===== src/hdl/lpmrs_pkg.sv =====
// package of constants and carrier types for the low power mode and reset source controller
package lpmrs_pkg;

  // ************************************************************
  // register byte offsets on the axi4-lite bus
  // ************************************************************
  localparam logic [7:0] LPMRS_CTRL_OFF = 8'h00;  // osc_irq_enable, delay select readback
  localparam logic [7:0] LPMRS_STAT_OFF = 8'h04;  // mode and reset cause flags
  localparam logic [7:0] LPMRS_IRQ_STAT_OFF = 8'h08;  // sticky event bits
  localparam logic [7:0] LPMRS_IRQ_CLR_OFF = 8'h0C;  // write one to clear
  localparam logic [7:0] LPMRS_IRQ_EN_OFF = 8'h10;  // interrupt enables
  localparam logic [7:0] LPMRS_FLAG_CLR_OFF = 8'h14;  // write one to clear reset flags

  // ************************************************************
  // field positions
  // ************************************************************
  localparam int LPMRS_CTRL_OIE_BIT = 0;  // osc_irq_enable
  localparam int LPMRS_FLAG_LVD_BIT = 0;  // low_voltage_reset_flag
  localparam int LPMRS_FLAG_WDG_BIT = 1;  // watchdog_reset_flag
  localparam int LPMRS_EV_HALT_BIT = 0;  // entered plain halt
  localparam int LPMRS_EV_AHALT_BIT = 1;  // entered active halt
  localparam int LPMRS_EV_WAKE_BIT = 2;  // woke by interrupt
  localparam int LPMRS_EV_RST_BIT = 3;  // reset pin driven
  localparam int LPMRS_EV_W = 4;

  // ************************************************************
  // reset values and timing
  // ************************************************************
  localparam logic LPMRS_CTRL_OIE_RST = 1'b0;
  localparam logic [1:0] LPMRS_CC_I_ACTIVE = 2'b10;  // interrupts enabled
  localparam int LPMRS_DELAY_SHORT_CYC = 256;  // cpu cycles
  localparam int LPMRS_DELAY_LONG_CYC = 4096;  // cpu cycles
  localparam int LPMRS_RST_PULSE_NS = 500;  // reset_out_min_pulse, plain default
  localparam int LPMRS_CLK_NS = 25;
  localparam int LPMRS_RST_PULSE_CYC = (LPMRS_RST_PULSE_NS + LPMRS_CLK_NS - 1) / LPMRS_CLK_NS;
  localparam int LPMRS_CNT_W = 13;

  // ************************************************************
  // types
  // ************************************************************
  typedef enum logic [2:0] {
    LPMRS_RUN = 3'b000,
    LPMRS_HALT = 3'b001,
    LPMRS_AHALT = 3'b010,
    LPMRS_DELAY = 3'b011,
    LPMRS_DHALT = 3'b100
  } lpmrs_mode_t;

  // wake and reset sources from the rest of the chip
  typedef struct packed {
    logic halt_exec;  // core executes halt
    logic rtc_irq;  // main_clock_rtc_unit interrupt
    logic ext_irq;  // wake-capable interrupt
    logic wdg_underflow;  // watchdog counter underflow
    logic wdg_active;  // watchdog running
    logic lvd_low;  // low_voltage_detector below threshold
  } lpmrs_src_t;

  // clock and core controls
  typedef struct packed {
    logic cpu_clk_en;
    logic periph_clk_en;
    logic rtc_clk_en;
    logic cc_force;  // force condition_code_reg interrupt bits
    logic [1:0] cc_i_val;
    logic wdg_block;  // suppress watchdog reset in active halt
    logic service_irq;  // resume by servicing the wake interrupt
    logic fetch_reset;  // resume at reset vector
  } lpmrs_ctl_t;

endpackage


===== src/hdl/lpmrs_ctrl.sv =====
// low power mode, wake-up delay and reset source controller with axi4-lite registers
//
// Our own choices: the register offsets and register access over AXI4-Lite.
`timescale 1ns/1ps
`default_nettype none
module lpmrs_ctrl
  import lpmrs_pkg::*;
#(
  parameter int RST_PULSE_CYC = LPMRS_RST_PULSE_CYC
)
(
  // clock and reset
  input wire logic mclk,
  input wire logic rst_n,
  // option byte straps
  input wire logic opt_lvd_en,
  input wire logic opt_long_delay,
  // event sources
  input wire lpmrs_src_t src,
  // external reset pin, open drain
  input wire logic rst_pin_in,
  output logic rst_pin_out,
  output logic rst_pin_oe,
  // core and clock controls
  output lpmrs_ctl_t ctl,
  output logic irq,
  // axi4-lite write address
  input wire logic [7:0] s_axi_awaddr,
  input wire logic s_axi_awvalid,
  output logic s_axi_awready,
  // axi4-lite write data
  input wire logic [31:0] s_axi_wdata,
  input wire logic [3:0] s_axi_wstrb,
  input wire logic s_axi_wvalid,
  output logic s_axi_wready,
  // axi4-lite write response
  output logic [1:0] s_axi_bresp,
  output logic s_axi_bvalid,
  input wire logic s_axi_bready,
  // axi4-lite read address
  input wire logic [7:0] s_axi_araddr,
  input wire logic s_axi_arvalid,
  output logic s_axi_arready,
  // axi4-lite read data
  output logic [31:0] s_axi_rdata,
  output logic [1:0] s_axi_rresp,
  output logic s_axi_rvalid,
  input wire logic s_axi_rready
);

  // ************************************************************
  // state carrier
  // ************************************************************
  typedef struct packed {
    lpmrs_mode_t mode;  // power mode
    logic [LPMRS_CNT_W-1:0] cnt;  // delay counter
    logic [LPMRS_CNT_W-1:0] pulse;  // reset pulse counter
    logic [2:0] pin_sync;  // reset pin synchroniser
    logic pin_low;  // filtered pin level is low
    logic osc_irq_enable;  // osc_irq_enable
    logic lvd_flag;  // low_voltage_reset_flag
    logic wdg_flag;  // watchdog_reset_flag
    logic wake_irq;  // last wake was an interrupt
    logic [LPMRS_EV_W-1:0] ev_stat;  // sticky events
    logic [LPMRS_EV_W-1:0] ev_en;  // event enables
    logic aw_got;  // write address held
    logic w_got;  // write data held
    logic [7:0] aw_addr;
    logic [31:0] w_data;
    logic [3:0] w_strb;
    logic bvalid;
    logic [1:0] bresp;
    logic rvalid;
    logic [1:0] rresp;
    logic [31:0] rdata;
    logic strap_done;  // option delay latched
    logic long_delay;  // latched delay choice
  } lpmrs_state_t;

  lpmrs_state_t st_reg;
  lpmrs_state_t st_next;

  // delay length in cycles for the current option
  function automatic logic [LPMRS_CNT_W-1:0] delay_len(input logic long_sel);
    delay_len = long_sel ? LPMRS_CNT_W'(LPMRS_DELAY_LONG_CYC - 1)
                         : LPMRS_CNT_W'(LPMRS_DELAY_SHORT_CYC - 1);
  endfunction

  // aligned word address match
  function automatic logic addr_is(input logic [7:0] a, input logic [7:0] off);
    addr_is = (a[7:2] == off[7:2]);
  endfunction

  // internal request for a reset pulse
  logic wdg_rst_req;
  logic lvd_rst_req;
  logic do_write;
  logic [31:0] wd;
  logic [LPMRS_EV_W-1:0] ev_set;

  // ************************************************************
  // next state
  // ************************************************************
  always_comb
  begin
    st_next = st_reg;
    ev_set = '0;
    wd = '0;
    // watchdog suppressed while in active halt with oie set
    // mask watchdog reset
    wdg_rst_req = src.wdg_underflow && src.wdg_active
                  && !((st_reg.mode == LPMRS_AHALT) && st_reg.osc_irq_enable);
    lvd_rst_req = opt_lvd_en && src.lvd_low;

    // strap caught once after reset release, then static
    // latch option delay
    if (!st_reg.strap_done)
    begin
      st_next.strap_done = 1'b1;
      st_next.long_delay = opt_long_delay;
    end

    // external pin: three flops, change counts when last two agree
    st_next.pin_sync = {st_reg.pin_sync[1:0], rst_pin_in};
    if (st_reg.pin_sync[2] == st_reg.pin_sync[1])
      st_next.pin_low = !st_reg.pin_sync[2];

    // reset pulse generation holds pin low for at least the minimum
    if (wdg_rst_req || lvd_rst_req)
    begin
      st_next.pulse = LPMRS_CNT_W'(RST_PULSE_CYC);
      ev_set[LPMRS_EV_RST_BIT] = 1'b1;
      if (lvd_rst_req)
        st_next.lvd_flag = 1'b1;
      // flag only meaningful with detector on
      if (wdg_rst_req && opt_lvd_en)
        st_next.wdg_flag = 1'b1;
    end
    else if (st_reg.pulse != '0)
      st_next.pulse = st_reg.pulse - 1'b1;

    // power mode sequencing
    case (st_reg.mode)
      LPMRS_RUN:
      begin
        if (src.halt_exec)
        begin
          if (st_reg.osc_irq_enable)
          begin
            st_next.mode = LPMRS_AHALT;
            ev_set[LPMRS_EV_AHALT_BIT] = 1'b1;
          end
          else
          begin
            st_next.mode = LPMRS_HALT;
            ev_set[LPMRS_EV_HALT_BIT] = 1'b1;
          end
        end
      end
      LPMRS_HALT:
      begin
        // plain halt wakes on a wake interrupt or a reset, not on rtc; rtc is stopped
        if (src.ext_irq)
        begin
          st_next.mode = LPMRS_DELAY;
          st_next.cnt = delay_len(st_reg.long_delay);
          st_next.wake_irq = 1'b1;
        end
      end
      LPMRS_AHALT:
      begin
        if (src.rtc_irq || src.ext_irq)
        begin
          st_next.mode = LPMRS_RUN;
          st_next.wake_irq = 1'b1;
          st_next.cnt = delay_len(st_reg.long_delay);
          ev_set[LPMRS_EV_WAKE_BIT] = 1'b1;
        end
      end
      LPMRS_DELAY, LPMRS_DHALT:
      begin
        if (st_reg.cnt == '0)
        begin
          st_next.mode = LPMRS_RUN;
          ev_set[LPMRS_EV_WAKE_BIT] = st_reg.wake_irq;
        end
        else
          st_next.cnt = st_reg.cnt - 1'b1;
      end
      default:
        st_next.mode = LPMRS_RUN;
    endcase

    // oie cleared early after an interrupt wake: halt for rest of window
    // drop into halt
    if ((st_reg.mode == LPMRS_RUN) && st_reg.wake_irq && (st_reg.cnt != '0))
    begin
      st_next.cnt = st_reg.cnt - 1'b1;
      if (!st_reg.osc_irq_enable)
        st_next.mode = LPMRS_DHALT;
    end

    // a reset from any source leaves low power through the delay
    // reset wake
    if ((wdg_rst_req || lvd_rst_req || st_reg.pin_low) && (st_reg.mode != LPMRS_RUN))
    begin
      st_next.mode = LPMRS_DELAY;
      st_next.cnt = delay_len(st_reg.long_delay);
      st_next.wake_irq = 1'b0;
    end

    // ********** axi4-lite write path **********
    if (s_axi_awvalid && !st_reg.aw_got)
    begin
      st_next.aw_got = 1'b1;
      st_next.aw_addr = s_axi_awaddr;
    end
    if (s_axi_wvalid && !st_reg.w_got)
    begin
      st_next.w_got = 1'b1;
      st_next.w_data = s_axi_wdata;
      st_next.w_strb = s_axi_wstrb;
    end
    do_write = st_reg.aw_got && st_reg.w_got && !st_reg.bvalid;
    wd = st_reg.w_data;
    if (do_write)
    begin
      st_next.aw_got = 1'b0;
      st_next.w_got = 1'b0;
      st_next.bvalid = 1'b1;
      st_next.bresp = 2'b00;
      if (addr_is(st_reg.aw_addr, LPMRS_CTRL_OFF))
      begin
        if (st_reg.w_strb[0])
          st_next.osc_irq_enable = wd[LPMRS_CTRL_OIE_BIT];
      end
      else if (addr_is(st_reg.aw_addr, LPMRS_IRQ_EN_OFF))
      begin
        if (st_reg.w_strb[0])
          st_next.ev_en = wd[LPMRS_EV_W-1:0];
      end
      else if (addr_is(st_reg.aw_addr, LPMRS_IRQ_CLR_OFF))
      begin
        if (st_reg.w_strb[0])
          st_next.ev_stat = st_reg.ev_stat & ~wd[LPMRS_EV_W-1:0];
      end
      else if (addr_is(st_reg.aw_addr, LPMRS_FLAG_CLR_OFF))
      begin
        // software clears flags; a same-cycle set above wins
        if (st_reg.w_strb[0] && wd[LPMRS_FLAG_LVD_BIT] && !lvd_rst_req)
          st_next.lvd_flag = 1'b0;
        if (st_reg.w_strb[0] && wd[LPMRS_FLAG_WDG_BIT] && !(wdg_rst_req && opt_lvd_en))
          st_next.wdg_flag = 1'b0;
      end
      else if (!addr_is(st_reg.aw_addr, LPMRS_STAT_OFF)
               && !addr_is(st_reg.aw_addr, LPMRS_IRQ_STAT_OFF))
        st_next.bresp = 2'b10;
    end
    if (st_reg.bvalid && s_axi_bready)
      st_next.bvalid = 1'b0;

    // sticky events: set wins over clear
    st_next.ev_stat = st_next.ev_stat | ev_set;

    // ********** axi4-lite read path **********
    if (s_axi_arvalid && !st_reg.rvalid)
    begin
      st_next.rvalid = 1'b1;
      st_next.rresp = 2'b00;
      st_next.rdata = '0;
      if (addr_is(s_axi_araddr, LPMRS_CTRL_OFF))
        st_next.rdata = {30'h0000_0000, st_reg.long_delay, st_reg.osc_irq_enable};
      else if (addr_is(s_axi_araddr, LPMRS_STAT_OFF))
        st_next.rdata = {24'h00_0000, 1'b0, st_reg.mode, 2'b00, st_reg.wdg_flag,
                         st_reg.lvd_flag};
      else if (addr_is(s_axi_araddr, LPMRS_IRQ_STAT_OFF))
        st_next.rdata = {28'h000_0000, st_reg.ev_stat};
      else if (addr_is(s_axi_araddr, LPMRS_IRQ_EN_OFF))
        st_next.rdata = {28'h000_0000, st_reg.ev_en};
      else if (!addr_is(s_axi_araddr, LPMRS_IRQ_CLR_OFF)
               && !addr_is(s_axi_araddr, LPMRS_FLAG_CLR_OFF))
        st_next.rresp = 2'b10;
    end
    else if (st_reg.rvalid && s_axi_rready)
      st_next.rvalid = 1'b0;
  end

  // ************************************************************
  // state register
  // ************************************************************
  always_ff @(posedge mclk)
  begin
    if (!rst_n)
    begin
      st_reg <= '0;
      st_reg.mode <= LPMRS_RUN;
      st_reg.osc_irq_enable <= LPMRS_CTRL_OIE_RST;
      st_reg.pin_sync <= 3'b111;
    end
    else
      st_reg <= st_next;
  end

  // ************************************************************
  // outputs
  // ************************************************************
  // pin driven low during pulse
  assign rst_pin_out = 1'b0;
  assign rst_pin_oe = (st_reg.pulse != '0);
  assign ctl.rtc_clk_en = (st_reg.mode != LPMRS_HALT) && (st_reg.mode != LPMRS_DHALT);
  assign ctl.periph_clk_en = (st_reg.mode == LPMRS_RUN);
  assign ctl.cpu_clk_en = (st_reg.mode == LPMRS_RUN);
  assign ctl.cc_force = (st_reg.mode == LPMRS_AHALT);
  assign ctl.cc_i_val = LPMRS_CC_I_ACTIVE;
  assign ctl.wdg_block = (st_reg.mode == LPMRS_AHALT) && st_reg.osc_irq_enable;
  assign ctl.service_irq = (st_reg.mode == LPMRS_RUN) && st_reg.wake_irq;
  assign ctl.fetch_reset = (st_reg.mode == LPMRS_RUN) && !st_reg.wake_irq;
  assign irq = |(st_reg.ev_stat & st_reg.ev_en);
  // bus handshakes
  assign s_axi_awready = !st_reg.aw_got;
  assign s_axi_wready = !st_reg.w_got;
  assign s_axi_bvalid = st_reg.bvalid;
  assign s_axi_bresp = st_reg.bresp;
  assign s_axi_arready = !st_reg.rvalid;
  assign s_axi_rvalid = st_reg.rvalid;
  assign s_axi_rresp = st_reg.rresp;
  assign s_axi_rdata = st_reg.rdata;

endmodule // lpmrs_ctrl
`default_nettype wire


===== config.mk =====
export PLATFORM = sky130hd
export DESIGN_NAME = lpmrs_ctrl
export DESIGN_NICKNAME = d
export VERILOG_FILES = /design/src/hdl/lpmrs_pkg.sv /design/src/hdl/lpmrs_ctrl.sv
export SDC_FILE = /design/constraint.sdc
export NUM_CORES = 1
export LEC_CHECK = 0
export ABC_AREA = 1
export BUFFER_PORTS_ARGS = -buffer_cell sky130_fd_sc_hd__buf_4
export CAP_MARGIN = 20
export CORE_MARGIN = 5
export CORE_UTILIZATION = 35
export CTS_BUF_LIST = sky130_fd_sc_hd__clkbuf_8
export DETAILED_ROUTE_END_ITERATION = 8
export HOLD_SLACK_MARGIN = 0.12
export PLACE_DENSITY = 0.57
export SYNTH_ARGS = -nofsm -noshare
export SYNTH_HDL_FRONTEND = slang
export SYNTH_SLANG_ARGS = --single-unit

===== constraint.sdc =====
create_clock -name mclk -period 1.8 [get_ports mclk]
set_clock_uncertainty 0.2 [all_clocks]
set_input_delay 0.09 -clock mclk [delete_from_list [all_inputs] [get_ports mclk]]
set_output_delay 0.09 -clock mclk [all_outputs]
set_load 0.01 [all_outputs]

* Word-level counts from Yosys, hierarchy flattened
Index checks and enable logic that the tools add are counted.
Operators by class: reduce and logical (&&, ||, !) cells 60, bitwise gates (word level) 6, multiplexer cells 60, $add $sub $neg 2, equal/unequal tests 22
Operators with widths (number):
- 16-bit two-way mux | 3
- 13-bit case mux with 3 select lines | 1
- 2-bit two-way mux | 19
- 4-bit two-way mux | 7
- 13-bit nonzero test | 2
- 13-bit by 1-bit subtractor with 13-bit output, second input constant | 2
- 6-bit by 2-bit == test with 1-bit output, second input constant | 4
- 6-bit by 3-bit == test with 1-bit output, second input constant | 4
- 1-bit logical AND | 23
- 1-bit two-way mux | 15
- 15-bit two-way mux | 1
- 7-bit two-way mux | 2
- 1-bit logical NOT | 13
- 13-bit logical NOT | 1
- 13-bit two-way mux | 1
- 6-bit by 1-bit == test with 1-bit output, second input constant | 2
- 6-bit logical NOT | 2
- 12-bit two-way mux | 1
- 3-bit case mux with 4 select lines | 1
- 10-bit two-way mux | 1
- 5-bit two-way mux | 2
- 2-bit OR reduction | 5
- 3-bit two-way mux | 3
- 4-bit AND | 2
- 23 further kinds | 33
Storage, ports and cells: flip-flop bits (word level) 100, word-level logic and storage cells 175, output and inout port bits 53, input port bits 68

* Logic depth before layout (Yosys ltp)
Gate-level depths: netlist of run 1.
word-level depth 13, gate-level depth with buffers 14

* Least setup slack after synthesis of run 1
Ideal clock, no wire load.
kind register -> register, start point register st_reg[102] in the netlist's numbering, end point register st_reg[109] in the netlist's numbering, setup time 0.118 ns, arrival time 1.488 ns, period minus slack after synthesis 1.806 ns, slack -0.006 ns, data required time 1.482 ns, cell stages (with the launch flop) 11, path through dfxtp_1 inv_1 ha_1 nand2_1 nor2_1 nand3_1 nand2_1 nor2_1 nand2_1 xor2_1 nor2_1
Between the ends: cells in the longest elaborated chain, start to end 1, elaborated cells between the ends (all ways) 2
RTL lines:
- from (decl) | line lpmrs_ctrl.sv:80 | lpmrs_state_t st_reg;
- from (signal assigned) | line lpmrs_ctrl.sv:301 | st_reg <= st_next;
- 13-bit by 1-bit subtractor with 13-bit output or 13-bit nonzero test (tied branches) | line lpmrs_ctrl.sv:140, lpmrs_ctrl.sv:139
Parallel ways exist; a longest one is shown, timed or not. A chain may end at the register's enable or synchronous reset.

* Worst setup path in the final report of run 1
start point register st_reg[115] in the netlist's numbering, end point register st_reg[125] in the netlist's numbering
Between the ends: cells in the longest elaborated chain, start to end 5, elaborated cells between the ends (all ways) 13
RTL lines:
- 13-bit by 1-bit subtractor with 13-bit output | line lpmrs_ctrl.sv:188, lpmrs_ctrl.sv:198
- 13-bit two-way mux | line lpmrs_ctrl.sv:182 | if (st_reg.cnt == '0)
- 13-bit case mux with 3 select lines | line lpmrs_ctrl.sv:143 | case (st_reg.mode)
- 16-bit two-way mux | line lpmrs_ctrl.sv:196 | if ((st_reg.mode == LPMRS_RUN) && st_reg.wake_irq && (st_reg.cnt != '0))
- 15-bit two-way mux | line lpmrs_ctrl.sv:205 | if ((wdg_rst_req || lvd_rst_req || st_reg.pin_low) && (st_reg.mode != LPMRS_RUN))
Parallel ways exist; a longest one is shown, timed or not. The select of a mux whose other input is x is not followed.

==> results of run 1 <==
cell usage after synthesis:
master,number
nand2_1,120
inv_1,75
nor2_1,75
dfxtp_1,71
a21oi_1,45
buf_4,40
o21ai_0,40
nand3_1,27
xor2_1,9
clkbuf_1,7
o21ai_1,7
nand2_4,5
nor3_1,5
a31oi_1,4
inv_2,4
nand4_1,4
nor2_4,4
or2_2,4
xnor2_1,4
ha_1,3
nand2_2,3
nand3b_1,3
nor4_1,3
a211oi_1,2
buf_6,2
clkinv_1,2
conb_1,2
nand3_2,2
o21a_1,2
o22ai_1,2
a21oi_2,1
a41oi_1,1
and3_1,1
buf_2,1
maj3_1,1
nand4_2,1
nor2_2,1
nor3_2,1
o21ai_4,1
through the flow:
step	setup WS, ns	cell area, sq um	instances
2_1_floorplan	0.03295	4076	613
3_3_place_gp	-0.04548	4731	814
3_5_place_dp	-0.07482	4731	814
4_1_cts	-0.05922	5348	865
5_1_grt	-0.05960	5649	875
6_report	0.04471	5649	875
cell type report:
cell class / count / area share [%]
tap: 140 / 3.101
inverter: 81 / 5.471
timing repair buffer: 156 / 22.55
clock buffer: 9 / 2.193
multi-input combinational: 411 / 39.65
sequential: 71 / 25.63
clock inverter: 7 / 1.417
cell families after synthesis:
logic type	Yosys count	synth area share, %
adders and majority gates	4	1.198
and+or+nand+nor	259	29.19
AOI/OAI and AO/OA	105	14.15
other	2	0.1892
buffers and inverters	131	16.58
xor gates and xnor gates	13	2.869
DFF	71	35.81
repair_timing:
item                                    CTS  global route
resized for setup                        17            74
hold endpoints to repair                 55             0
endpoints found under the setup margin   11            33
pin swaps                                 7            17
setup buffers                             4            10
hold buffers                             32             0
power groups by stage:
| stage | Combinational, mW | Clock (mW) | Sequential (mW) |
|---|---|---|---|
| floorplan | 2.21 | 0 | 2.10 |
| global placement | 3.36 | 0 | 2.10 |
| detailed placement | 3.40 | 0 | 2.10 |
| CTS | 3.69 | 1.38 | 2.08 |
| global route | 4.73 | 1.45 | 2.22 |
| finish | 4.27 | 1.35 | 2.17 |
path summary, 6_finish.rpt:
kind                    start          end  slack [ns]  cells past startpoint
setup / recovery  st_reg[115]  st_reg[125]        0.04                     12
hold / removal      st_reg[1]    st_reg[0]        0.23                      1
setup reg to reg  st_reg[115]  st_reg[125]        0.04                     12
hold reg to reg     st_reg[1]    st_reg[0]        0.23                      1
critical path, delay by kind of cell (launching register included):
kind                     cells  cell delay (ns)
adder cells (fa/ha/maj)      1             0.13
AND/OR/NAND/NOR              9             0.77
flip-flops                   1             0.34
buffers and inverters        2             0.18
layer usage:
metal  wire, um  vias up  GRT usage [%]  part of all wire (%)
li1           -     2073              -                     -
met1       4360     1789          17.27                    42
met2       5443       60          27.73                    53
met3        385        8          3.627                   3.7
met4         98        0          3.248                  0.95
met5          0        -              0                     0
==> results.ini, run 1 <==
[floorplanning]
die-area_sq_um=13570
coreArea_sq_um=10980
floorplan.initialDensity_pct=36.14
num_rows=38
die-height_um=116.5
die_width_um=116.5
io_count=121

[timing]
post-route-period-util_pct=97.52
tightestPinTransition_ns=0.5082
holdWs_ns=0.2257
setup_viol_count_final=0
final_max_slew_viol_count=0
setup-tns-final_ns=0
final_hold_violations=0
rsz_0062_raised_after_global_routing=yes
max_freq_ghz=0.5697
fin_crit_ns=1.755
slew_headroom_pct=66.08

[setup_path]
arrival_ns=1.77
start_kind=flip-flop
timing_worst_setup_path_type=flip-flop to flip-flop
worst_path_max_stage_delay_ns=0.34
path_max_fanout=6
worstPathRequired_ns=1.81
worst_path_max_delay_cell=dfxtp_2
endpoint_kind=flip-flop
timing.critical_path.cells=inv_4 > ha_4 > nand2_2 > nor2_2 > nand2_2 > nand2_4 > nand2_4 > nand3_4 > buf_6 > nor2_2 > nor2_1 > nor2_1

[outcome]
outcome=completed

[run]
maxCapViolCount=0

[detailed_routing]
wl_per_cell_um=11.76
ant_nets=0
final_routed_wirelength_um=10290
vias_per_cell=4.491
drt_first_iter_violations=107
post-route-drc-count=0
vias=3930
drt_first_pass_iters=4

[min_path]
hold_path.class=flip-flop to flip-flop

[yosys]
synth_largest_area_cell=dfxtp_1
yosysTopAreaCellShare_pct=35.81
synthesis.area_sq_um=3969
yosysSeqAreaShare_pct=35.81
synth_cells=585
synth_warnings=0
syn-mean-instance-area_sq_um=6.784
synth.top_cells.by_area=dfxtp_1, nand2_1, buf_4, inv_1, nor2_1
yosysUniqueCellTypes=39
flops_latches_synth=71

[cts]
path_clk_slew_ns=0.09
total_cts_buffers=9
cts_tree=built
clock_path_buffers=2
clockRootBuffer=clkbuf_8
clk-insertion-delay-late_ns=0.34
clock-sinks=71
htree_levels=3

[final_layout]
post_route_cells_drive_above_1_share_pct=30.48
layout.cells.most_common_list=buf_4, nand2_1, inv_1
storage_cell_area_sq_um=1448
finish.utilization_pct=51.44
multi_input_area_sq_um=2240
area_growth_synth_to_finish_pct=42.34
antenna_cells_inserted=0
layout.cells.most_common=buf_4
largest_register_ff_count=54
num-fill-cells=1057
fin_nets=801

[grt]
gr-total-overflow=0
global_route.usage.total_pct=14.93
grt_start_max_net_pins=31
grt_pass1_wl_um=16430
first_global_vias=3767
antenna_found_initial=0

[power]
power_frac_clock_pct=17.3
seqPwrFrac_pct=27.9
power_per_cell_area_nw_per_um2=1380
power.total_mw=7.793
maximum_vdd_drop_mv=0.6080
static-leakage-power_nw=2.674
power.switching_fraction_pct=41.39
internal_power_mw=4.567
p_comb_share_pct=54.8
net_switching_power_mw=3.226

[placement]
gp_routability_congestion=0.8514
portBuffers=55
detailedPlacementHpwl_um=7382

Note: power is estimated with default switching activity, not from simulation.
==> run 2, diff against run 1 <==
--- a/config.mk
+++ b/config.mk
@@ -11,7 +11,7 @@
 export CORE_MARGIN = 5
-export CORE_UTILIZATION = 35
+export CORE_UTILIZATION = 48
 export CTS_BUF_LIST = sky130_fd_sc_hd__clkbuf_8
 export DETAILED_ROUTE_END_ITERATION = 8
-export HOLD_SLACK_MARGIN = 0.12
-export PLACE_DENSITY = 0.57
+export HOLD_SLACK_MARGIN = 0.15
+export PLACE_DENSITY = 0.75
 export SYNTH_ARGS = -nofsm -noshare
==> constraint.sdc (replaced) <==
create_clock -name mclk -period 1.8 [get_ports mclk]
set_clock_uncertainty 0.2 [all_clocks]
set_input_delay 0.18 -clock mclk [delete_from_list [all_inputs] [get_ports mclk]]
set_output_delay 0.18 -clock mclk [all_outputs]
set_load 0.01 [all_outputs]
==> run 2 against run 1 <==
The flow now finishes with violations (setup timing). Non-clock buffer count down 18. Register-to-register slack better by 0.03 ns. Power up 0.87%. Final area down 2.6%. Fmax down 5.1%. Clock power up 6%. Utilization up 16 points. Highest routed layer unchanged. Clock-buffer cell count up 1. Die area down 25%. Cell count down 6.1%. Critical endpoint is now rst_pin_oe.
==> results.ini, run 2 (synthesized netlist as in run 1, its figures left out) <==
[grt]
grt_start_max_net_pins=26  ; -16%
global_route.peak_usage_layer=met2
global_route.usage.total_pct=20.33  ; +5.4 points
grt_util_met2_pct=37.72  ; +10 points
grt_pass1_wl_um=17080  ; +4.0%
met1_usage_pct=22.18  ; +4.9 points
grt.met3_usage_pct=4.844  ; +1.2 points
gr-total-overflow=0  ; unchanged
first_global_vias=3990  ; +5.9%
antenna_found_initial=0  ; unchanged

[floorplanning]
io_count=121  ; unchanged
die-area_sq_um=10190  ; -25%
floorplan.initialDensity_pct=48.79  ; +13 points
num_rows=33  ; -13%
die_width_um=100.9  ; -13%
coreArea_sq_um=8134  ; -26%
die-height_um=100.9  ; -13%

[final_layout]
fin_nets=783  ; -2.2%
cell_area_after_layout_sq_um=5502  ; -2.6%
post_route_cells_drive_above_1_share_pct=29.01  ; -1.5 points
layout.cells.most_common_list=nand2_1, buf_4, inv_1
layout.cells.most_common=nand2_1
antenna_cells_inserted=0  ; unchanged
finish.utilization_pct=67.64  ; +16 points
area_growth_synth_to_finish_pct=38.62
largest_register_ff_count=54  ; unchanged
finish.cell_count_without_fillers=822  ; -6.1%
num-fill-cells=655  ; -38%

[detailed_routing]
vias_per_cell=4.889  ; +8.9%
drt_first_pass_iters=4  ; unchanged
ant_nets=0  ; unchanged
wl_per_cell_um=12.79  ; +8.8%
final_routed_wirelength_um=10510  ; +2.2%
post-route-drc-count=0  ; unchanged
drt_first_iter_violations=149  ; +39%
vias=4019  ; +2.3%

[power]
maximum_vdd_drop_mv=0.6663  ; +9.6%
internal_power_mw=4.609  ; +0.90%
power_frac_clock_pct=18.1  ; +0.8 points
static-leakage-power_nw=2.602  ; -2.7%
power.total_mw=7.861  ; +0.87%
power_per_cell_area_nw_per_um2=1429  ; +3.6%
power.switching_fraction_pct=41.37  ; about the same
seqPwrFrac_pct=28.1  ; +0.2 points
net_switching_power_mw=3.252  ; +0.83%
p_comb_share_pct=53.8  ; -1.0 points

[setup_path]
worst_path_max_delay_cell=dfxtp_2
worstPathRequired_ns=1.42  ; -0.39 ns
worstPathBufferInverterCount=2  ; unchanged
start_kind=flip-flop
endpoint_kind=output port
path_max_fanout=2  ; -4
arrival_ns=1.47  ; -0.30 ns
timing_worst_setup_path_type=flip-flop to output port
timing.critical_path.cells=inv_2 > ha_4 > nand4_1 > nor4_4 > nand2_1 > buf_6
cp_top_family=simple AND/OR/NAND/NOR gates
rrSetupSlack_ns=0.07  ; +0.03 ns
worst_path_max_stage_delay_ns=0.33  ; about the same

[placement]
gp_routability_congestion=0.8244  ; -3.2%
placement.cell_area_sq_um=4567  ; -3.5%
portBuffers=55  ; unchanged
detailedPlacementHpwl_um=7147  ; -3.2%
dpl.cell_count=763  ; -6.3%

[timing]
fin_crit_ns=1.850  ; +0.09447 ns
max_freq_ghz=0.5406  ; -5.1%
fin_ws_ns=-0.04976  ; -0.09447 ns
final_hold_violations=0  ; unchanged
post-route-period-util_pct=102.8  ; +5.2 points
rsz_0062_raised_after_global_routing=yes
setup_viol_count_final=1  ; +1
setup-tns-final_ns=-0.04976  ; -0.04976 ns
final_max_slew_viol_count=0  ; unchanged

[run]
maxCapViolCount=0  ; unchanged

[cts]
cts_tree=built
clk-insertion-delay-late_ns=0.34  ; about the same
clockRootBuffer=clkbuf_8
total_cts_buffers=9  ; unchanged
clock_path_buffers=2  ; unchanged
path_clk_slew_ns=0.08  ; about the same
htree_levels=3  ; unchanged
clock-sinks=71  ; unchanged

[min_path]
hold_path.class=primary input to flip-flop

[outcome]
outcome=finished, violations left
violated_checks=setup timing

[run 2: cell count changes in the layout (fill, tap and decap cells not counted), sizes merged]
cell,previous run,this run
buf,124,106
bufinv,1,2
clkbuf,9,10
clkinv,4,2
[run 2: power by group through the flow]
stage | clock, mW | sequential [mW] | combinational [mW]
after detailed placement | 0 | 2.14 | 3.22
after global placement | 0 | 2.13 | 3.12
after floorplan | 0 | 2.10 | 2.21
after global routing | 1.53 | 2.24 | 4.67
after CTS | 1.44 | 2.12 | 3.66
final | 1.43 | 2.21 | 4.23
[run 2: what timing repair did]
action	CTS	global route
setup buffers	9	4
gates resized for setup	20	75
hold buffers	32	0
endpoints found under the hold margin	55	0
endpoints found under the setup margin	16	32
pin swaps	7	16
[run 2: layout make-up]
cell class / count / area, sq um / area share, %
multi-input cells: 411 / 2260 / 41.07
flip-flops and latches: 71 / 1439 / 26.15
repair buffers: 138 / 1139 / 20.70
inverters: 81 / 311.5 / 5.663
clock buffers: 10 / 137.6 / 2.502
well taps: 105 / 131.4 / 2.388
clock inverters: 6 / 83.83 / 1.524
[run 2: worst paths after layout]
kind                         end       startpoint  cells after the start
hold reg to reg     st_next[101]     st_next[100]                      1
setup / recovery      rst_pin_oe      st_reg[102]                      6
hold / removal    s_axi_rdata[3]  s_axi_araddr[5]                      6
setup reg to reg     st_reg[109]      st_reg[102]                     11
[run 2: metal layers]
metal,vias up,part of all wire [%],routed length [um]
li1,2045,-,-
met1,1857,40,4237
met2,99,53,5583
met3,18,4.7,493
met4,0,1.9,196
met5,-,0,0
[run 2: tightest hold or removal path: cells and delay by family]
kind,cells,cell delay (ns)
AOI/OAI and AO/OA,2,0.15
buffers and inverters,1,0.09
and+or+nand+nor,3,0.25
[run 2: stage by stage]
step                      setup WS [ns]  hold WS [ns]
after floorplan                 0.03295      0.007717
after global placement         0.006135        0.1673
after detailed placement       -0.05301        0.1699
after CTS                       -0.1538        0.1506
after global routing            -0.1612        0.2086
final                          -0.04976        0.1821
